`src/verilog/vds_pkg.sv`:
```
// shared constants and carriers for the decoder status and format registers
package vds_pkg;

	// register window and layout
	localparam int          VDS_WIN_BITS     = 12;
	localparam logic [9:0]  VDS_IDX_COND     = 10'h000;
	localparam logic [9:0]  VDS_IDX_FMT      = 10'h001;
	localparam logic [7:0]  VDS_COND_RST     = 8'h00;
	localparam logic [7:0]  VDS_FMT_RST      = 8'h58;
	localparam logic [7:0]  VDS_FMT_WMASK    = 8'h7f;

	// condition register bit positions
	localparam int VDS_B_SIGNAL_DETECTED  = 7;
	localparam int VDS_B_HLOCK = 6;
	localparam int VDS_B_FIELD = 5;
	localparam int VDS_B_L625  = 4;
	localparam int VDS_B_XTAL  = 3;
	localparam int VDS_B_PLL   = 2;
	localparam int VDS_B_LOVF  = 1;
	localparam int VDS_B_COVF  = 0;

	// detector counts
	localparam logic [5:0] VDS_NOSYNC_LINES = 6'd31;
	localparam logic [5:0] VDS_LOCK_LINES   = 6'd32;
	localparam logic [5:0] VDS_FMT_FIELDS   = 6'd32;

	// standard and crystal codes
	localparam logic [2:0] VDS_STD_AUTO  = 3'h0;
	localparam logic [2:0] VDS_STD_NTSCM = 3'h1;
	localparam logic [2:0] VDS_STD_PALB  = 3'h3;
	localparam logic [1:0] VDS_XT_AUTO   = 2'h3;

	// register access request
	typedef struct packed {
		logic        rd;
		logic        wr;
		logic [9:0]  idx;
		logic [3:0]  be;
		logic [31:0] wdata;
	} vds_req_s;

	// live video front-end status
	typedef struct packed {
		logic line_tick;
		logic sync_seen;
		logic hsync_in_win;
		logic field_even;
		logic field_tick;
		logic field_625;
		logic xtal_second;
		logic pll_unlock;
		logic luma_ovf;
		logic chroma_ovf;
	} vds_vid_s;

endpackage : vds_pkg

```
`src/verilog/vds_counter_filter.sv`:
```
// restarting consecutive-event filter that flips a flag after a run
`timescale 1ns/1ns
`default_nettype none
module vds_counter_filter import vds_pkg::*; #(
	parameter logic [5:0] RUN_SET = 6'd32,
	parameter logic [5:0] RUN_CLR = 6'd32
) (
	input  wire logic i_clk_sys,
	input  wire logic i_rst,
	input  wire logic i_tick,
	input  wire logic i_hit,
	output logic      o_flag
);
	logic [5:0] cnt_q;
	logic       flag_q;
	wire        disagree = (i_hit != flag_q);
	wire [5:0]  limit    = flag_q ? RUN_CLR : RUN_SET;
	wire        reached  = disagree && (cnt_q + 6'd1 >= limit);

	// count consecutive ticks that disagree with the flag
	always_ff @(posedge i_clk_sys) begin
		if (i_rst) begin
			cnt_q  <= 6'h00;
			flag_q <= 1'b0;
		end else if (i_tick) begin
			cnt_q  <= (disagree && !reached) ? cnt_q + 6'd1 : 6'h00;
			if (reached)
				flag_q <= ~flag_q;
		end
	end

	assign o_flag = flag_q;
endmodule : vds_counter_filter
`default_nettype wire

```
`src/verilog/vds_regs.sv`:
```
// device condition and input standard register bank with status detectors
`timescale 1ns/1ns
`default_nettype none
// Summary of operation
// - decode bank inside a 4KB window
// - register chosen by address bits 11:2
// - any byte enable mix is accepted
// - data on lane 0, upper lanes read zero
// - registers four bytes apart, others reserved
// - field registers switch on field parity
// - status resets zero except live bit 3, overflow flags sticky
// - presence drops after 31 syncless lines
// - lock needs 32 hits, drops after 32 misses
// - bit 5 shows current field parity
// - 625 flag changes after 32 fields
// - bit 3 shows crystal port used
// - pll unlock flag, cleared by write
// - converter overflows set sticky bits 1,0
// - format register resets 0x58, bit7 zero
// - bits 6:5 choose analog input
// - bits 4:3 choose crystal
// - bits 2:0 choose video standard
// - auto mode picks standard from line count
module vds_regs import vds_pkg::*; #(
	parameter bit ENHANCED = 1'b1
) (
	input  wire logic        i_clk_sys,
	input  wire logic        i_rst,
	input  wire logic        i_sel,
	input  wire vds_req_s    i_req,
	input  wire vds_vid_s    i_vid,
	output logic [31:0]      o_rdata,
	output logic             o_hit,
	output logic [1:0]       o_analog_input_choice,
	output logic [1:0]       o_crystal_choice,
	output logic             o_auto_crystal,
	output logic [2:0]       o_std_active,
	output logic             o_field_odd_bank
);
	logic [7:0] fmt_q;
	logic       lovf_q;
	logic       covf_q;
	logic       pll_q;
	logic       field_q;
	logic [5:0] nosync_q;
	logic       signal_detected_q;
	logic [31:0] rdata_q;
	logic       line_lock_flag;
	logic       line_count_625;

	// window select by the upper decoder
	wire sel_cond = i_sel && (i_req.idx == VDS_IDX_COND);
	wire sel_fmt  = i_sel && (i_req.idx == VDS_IDX_FMT);
	// any be mix; only lane 0 writes
	wire wr_lane0 = i_sel && i_req.wr && i_req.be[0];
	wire wr_cond  = wr_lane0 && sel_cond;
	wire wr_fmt   = wr_lane0 && sel_fmt;

	always_ff @(posedge i_clk_sys) begin
		if (i_rst) begin
			nosync_q <= 6'h00;
			signal_detected_q   <= 1'b0;
		end else if (i_vid.sync_seen) begin
			nosync_q <= 6'h00;
			signal_detected_q   <= 1'b1;
		end else if (i_vid.line_tick) begin
			if (nosync_q + 6'd1 >= VDS_NOSYNC_LINES)
				signal_detected_q <= 1'b0;
			if (nosync_q < VDS_NOSYNC_LINES)
				nosync_q <= nosync_q + 6'd1;
		end
	end

	vds_counter_filter #(
		.RUN_SET (VDS_LOCK_LINES),
		.RUN_CLR (VDS_LOCK_LINES)
	) u_lock (
		.i_clk_sys (i_clk_sys),
		.i_rst     (i_rst),
		.i_tick    (i_vid.line_tick),
		.i_hit     (i_vid.hsync_in_win),
		.o_flag    (line_lock_flag)
	);

	// line count decided after 32 fields
	vds_counter_filter #(
		.RUN_SET (VDS_FMT_FIELDS),
		.RUN_CLR (VDS_FMT_FIELDS)
	) u_line_count_625 (
		.i_clk_sys (i_clk_sys),
		.i_rst     (i_rst),
		.i_tick    (i_vid.field_tick),
		.i_hit     (i_vid.field_625),
		.o_flag    (line_count_625)
	);

	always_ff @(posedge i_clk_sys) begin
		if (i_rst)
			field_q <= 1'b0;
		else
			field_q <= i_vid.field_even;
	end

	// sticky overflow and pll unlock flags, set beats clear
	always_ff @(posedge i_clk_sys) begin
		if (i_rst) begin
			lovf_q <= 1'b0;
			covf_q <= 1'b0;
			pll_q  <= 1'b0;
		end else begin
			lovf_q <= i_vid.luma_ovf
				|| (lovf_q && !(wr_cond && i_req.wdata[VDS_B_LOVF]));
			covf_q <= i_vid.chroma_ovf
				|| (covf_q && !(wr_cond && i_req.wdata[VDS_B_COVF]));
			pll_q  <= ENHANCED && (i_vid.pll_unlock
				|| (pll_q && !(wr_cond && i_req.wdata[VDS_B_PLL])));
		end
	end

	// format register, bit 7 held zero
	always_ff @(posedge i_clk_sys) begin
		if (i_rst)
			fmt_q <= VDS_FMT_RST;
		else if (wr_fmt)
			fmt_q <= i_req.wdata[7:0] & VDS_FMT_WMASK;
	end

	wire [7:0] cond_val = {signal_detected_q, line_lock_flag, field_q, line_count_625,
		i_vid.xtal_second, pll_q, lovf_q, covf_q};

	// lane 0 only; unused index reads zero
	wire [7:0] rd_byte = sel_cond ? cond_val : (sel_fmt ? fmt_q : 8'h00);

	// read data register
	always_ff @(posedge i_clk_sys) begin
		if (i_rst)
			rdata_q <= 32'h0000_0000;
		else if (i_sel && i_req.rd)
			rdata_q <= {24'h000000, i_req.be[0] ? rd_byte : 8'h00};
	end

	assign o_rdata = rdata_q;
	assign o_hit   = sel_cond || sel_fmt;

	// analog input; code 00 reserved on base part
	assign o_analog_input_choice = fmt_q[6:5];
	assign o_crystal_choice = fmt_q[4:3];
	assign o_auto_crystal   = (fmt_q[4:3] == VDS_XT_AUTO);
	// standard code; auto from line count
	assign o_std_active = (fmt_q[2:0] != VDS_STD_AUTO) ? fmt_q[2:0]
		: (line_count_625 ? VDS_STD_PALB : VDS_STD_NTSCM);
	// odd or even field bank select
	assign o_field_odd_bank = ~field_q;
endmodule : vds_regs
`default_nettype wire

```
`config.mk`:
```
export PLATFORM = sky130hd
export DESIGN_NAME = vds_regs
export DESIGN_NICKNAME = d
export VERILOG_FILES = /design/src/verilog/vds_pkg.sv /design/src/verilog/vds_counter_filter.sv /design/src/verilog/vds_regs.sv
export SDC_FILE = /design/constraint.sdc
export NUM_CORES = 1
export LEC_CHECK = 0
export ABC_AREA = 1
export BUFFER_PORTS_ARGS = -buffer_cell sky130_fd_sc_hd__buf_2
export CAP_MARGIN = 20
export CELL_PAD_IN_SITES_DETAIL_PLACEMENT = 0
export CELL_PAD_IN_SITES_GLOBAL_PLACEMENT = 2
export CORE_MARGIN = 2
export CORE_UTILIZATION = 26
export CTS_CLUSTER_DIAMETER = 40
export DETAILED_ROUTE_END_ITERATION = 8
export PLACE_DENSITY = 0.83
export RECOVER_POWER = 25
export SYNTH_ARGS = -nofsm -noshare
export SYNTH_HDL_FRONTEND = slang
export SYNTH_HIERARCHICAL = 1
export SYNTH_SLANG_ARGS = --single-unit
```
`constraint.sdc`:
```
create_clock -name i_clk_sys -period 1.9 [get_ports i_clk_sys]
set_input_delay 0.285 -clock i_clk_sys [delete_from_list [all_inputs] [get_ports i_clk_sys]]
set_output_delay 0.285 -clock i_clk_sys [all_outputs]
set_load 0.01 [all_outputs]
```
==> flow_summary.toml <==
[status]
status = "finished clean"

[run]
cap_viol_max_count = 0

[timing]
slew_headroom = 0.372
skew_ps = 10.9
rsz0062_at_grt = "no"
worstMarginPinSlew_ps = 943
final-hold-violation-count = 0
max_freq_mhz = 659
drv_slew = 0
setup_viol = 0
period_share = 0.798
layout_min_cycle_time_ps = 1520
fin_setup_tns_ps = 0

[drt]
drt-vias-per-instance = 4.15
drtIter0Drc = 59
route.met2.wl_um = 2190
wl_per_cell_um = 10.6
top_layer = "met4"
m1WireLength_um = 2330
route.detailed.drc = 0
wl_met3_um = 283
dr.pass1.iters = 4
vias = 1906
ant_nets = 0
drt-total-wl_um = 4840

[critical_path]
crit_required_ps = 2090
endpoint_kind = "flop"
crit_arrival_ps = 1710
critPathLaunchType = "flop"
path_class = "reg2reg"
path_max_fanout = 8

[synthesis]
yosysTopAreaCellShare = 0.358
synthTopCellsByArea = "dfxtp_1 (36%), buf_4 (9.7%), nand2_1 (9.4%)"
yosysWarnings = 6
syn_area_per_cell_um2 = 7.32
synth_cells = 306
ys_ff_latch = 40
ys_types = 27
yosysTopAreaCell = "dfxtp_1"
synth_area_mm2 = 0.00224
synth_seq_area_share = 0.358

[clocking]
clk_pin_slew_ps = 90
cts_resized = 0
clockBufferDepth = 2
insertion_delay_ps = 300
clkSinkCount = 40
htreeDepth = 2
hold_buffers = 0
cts_root_buffer = "clkbuf_8"
cts_tree = "yes"
cts_setup_buffers = 0
cts_buffers = 5

[floorplan]
fp.dieH_um = 96.8
initial_utilization = 0.270
die-area_mm2 = 0.00937
core_area_mm2 = 0.00830
pin_count = 103
die_w_um = 96.8
rows = 33

[place]
routabilityCongestion = 0.750
io_buffers = 50
dp_hpwl_um = 3820

[power_and_ir_drop]
max-vdd-ir-drop_v = 0.000236
p_leak_nw = 1.13
p_per_area_mw_per_mm2 = 690

[global_routing]
grt_pass1_vias = 1778
grt_max_degree = 20
antenna_found_initial = 0
grt_usage = 0.106
grt_pass1_wl_um = 8170
grt-ovfl-total = 0

[final_layout]
syn2layout_area_growth_pct = 13.7
finalNetCount = 418
drive_above_1_share = 0.198
final_cell_mix = "nand2_1 (56), buf_2 (41), dfxtp_1 (40)"
final_util = 0.307
n_antenna_cell = 0
layout_commonest_cell = "nand2_1"

[worst_hold_path]
hp-class = "in2reg"
## routing by layer
| metal | global-route usage | vias up |
|---|---|---|
| met5 | 0 | - |
| met4 | 0.0325 | 0 |
| met3 | 0.0332 | 4 |
| met2 | 0.171 | 54 |
| met1 | 0.134 | 835 |
| li1 | - | 1013 |
## path summary, 6_finish.rpt
check / slack (ps) / startpoint / depth (start not counted) / endpoint
max: 380 / nosync_q[1] / 8 / nosync_q[1]
min: 190 / i_vid[6] / 3 / field_q
max reg2reg: 380 / nosync_q[1] / 8 / nosync_q[1]
min reg2reg: 470 / o_rdata[1] / 2 / o_rdata[1]
## state kept, by name (all words and copies together) (netlist names)
register	flops
o_rdata	8
pll_q	1
u_line_count_625/o_flag	1
u_lock/o_flag	1
u_line_count_625/cnt_q	6
signal_detected_q	1
lovf_q	1
fmt_q	7
nosync_q	6
covf_q	1
field_q	1
u_lock/cnt_q	6
## cell families (layout without fill, tap and decap cells)
logic type	count (synthesis)	count (layout)	share of synthesized area
AOI/OAI and AO/OA	33	33	0.0799
xor gates and xnor gates	8	8	0.0313
adders and majority gates	4	4	0.0224
buffers and inverters	76	101	0.188
DFF	40	40	0.358
muxes	2	2	0.00894
other	1	24	0.00168
and+or+nand+nor	142	142	0.310
## cell type report
cell class              instances  area, um^2
repair buffers                 51         246
well taps                     105         131
clock inverters                 2        38.8
fillers                       936        5750
clock buffers                   6        82.6
flip-flops and latches         40         801
inverters                      42         158
multi-input cells             213        1090
## through the flow
stage | cell area [um^2] | power [W] | setup slack, ps | hold slack [ps] | instances
floorplan | 2320 | 0.00102 | 614 | 354 | 329
global placement | 2450 | 0.00104 | 424 | 457 | 451
detailed placement | 2450 | 0.00104 | 390 | 463 | 451
CTS | 2570 | 0.00179 | 372 | 186 | 459
global route | 2540 | 0.00186 | 181 | 196 | 459
finish | 2540 | 0.00176 | 383 | 192 | 459
## power by group
group / switching [W] / internal, W / leakage [nW]
logic: 0.0000985 / 0.0000524 / 0.745
clock network: 0.000310 / 0.000430 / 0.0614
registers: 0.0000121 / 0.000854 / 0.325
total: 0.000421 / 0.00134 / 1.13
## cells in the mapped netlist
cell / instances
a21oi_2: 1
buf_6: 1
o31ai_1: 1
nor2_2: 1
nor3_1: 3
nand2_2: 5
mux2i_1: 2
nor2_4: 5
a21oi_1: 16
conb_1: 1
xnor2_1: 2
nand3_1: 19
xor2_1: 6
o21ai_0: 7
o21ai_1: 5
clkbuf_1: 2
ha_1: 4
nor2_1: 33
inv_1: 39
nand3_2: 8
dfxtp_1: 40
clkbuf_8: 2
buf_4: 29
inv_2: 3
nand2_1: 56
a211oi_1: 3
nand4_1: 12
## critical path, stage by stage, from the launching register on
cell and delay [ps]:
dfxtp_1 420, ha_1 220, nand2_1 100, nor2_1 130
nor2_1 60, nand2_1 200, inv_1 80, o21ai_0 160
a21oi_1 50
Note: power is estimated with default switching activity, not from simulation.
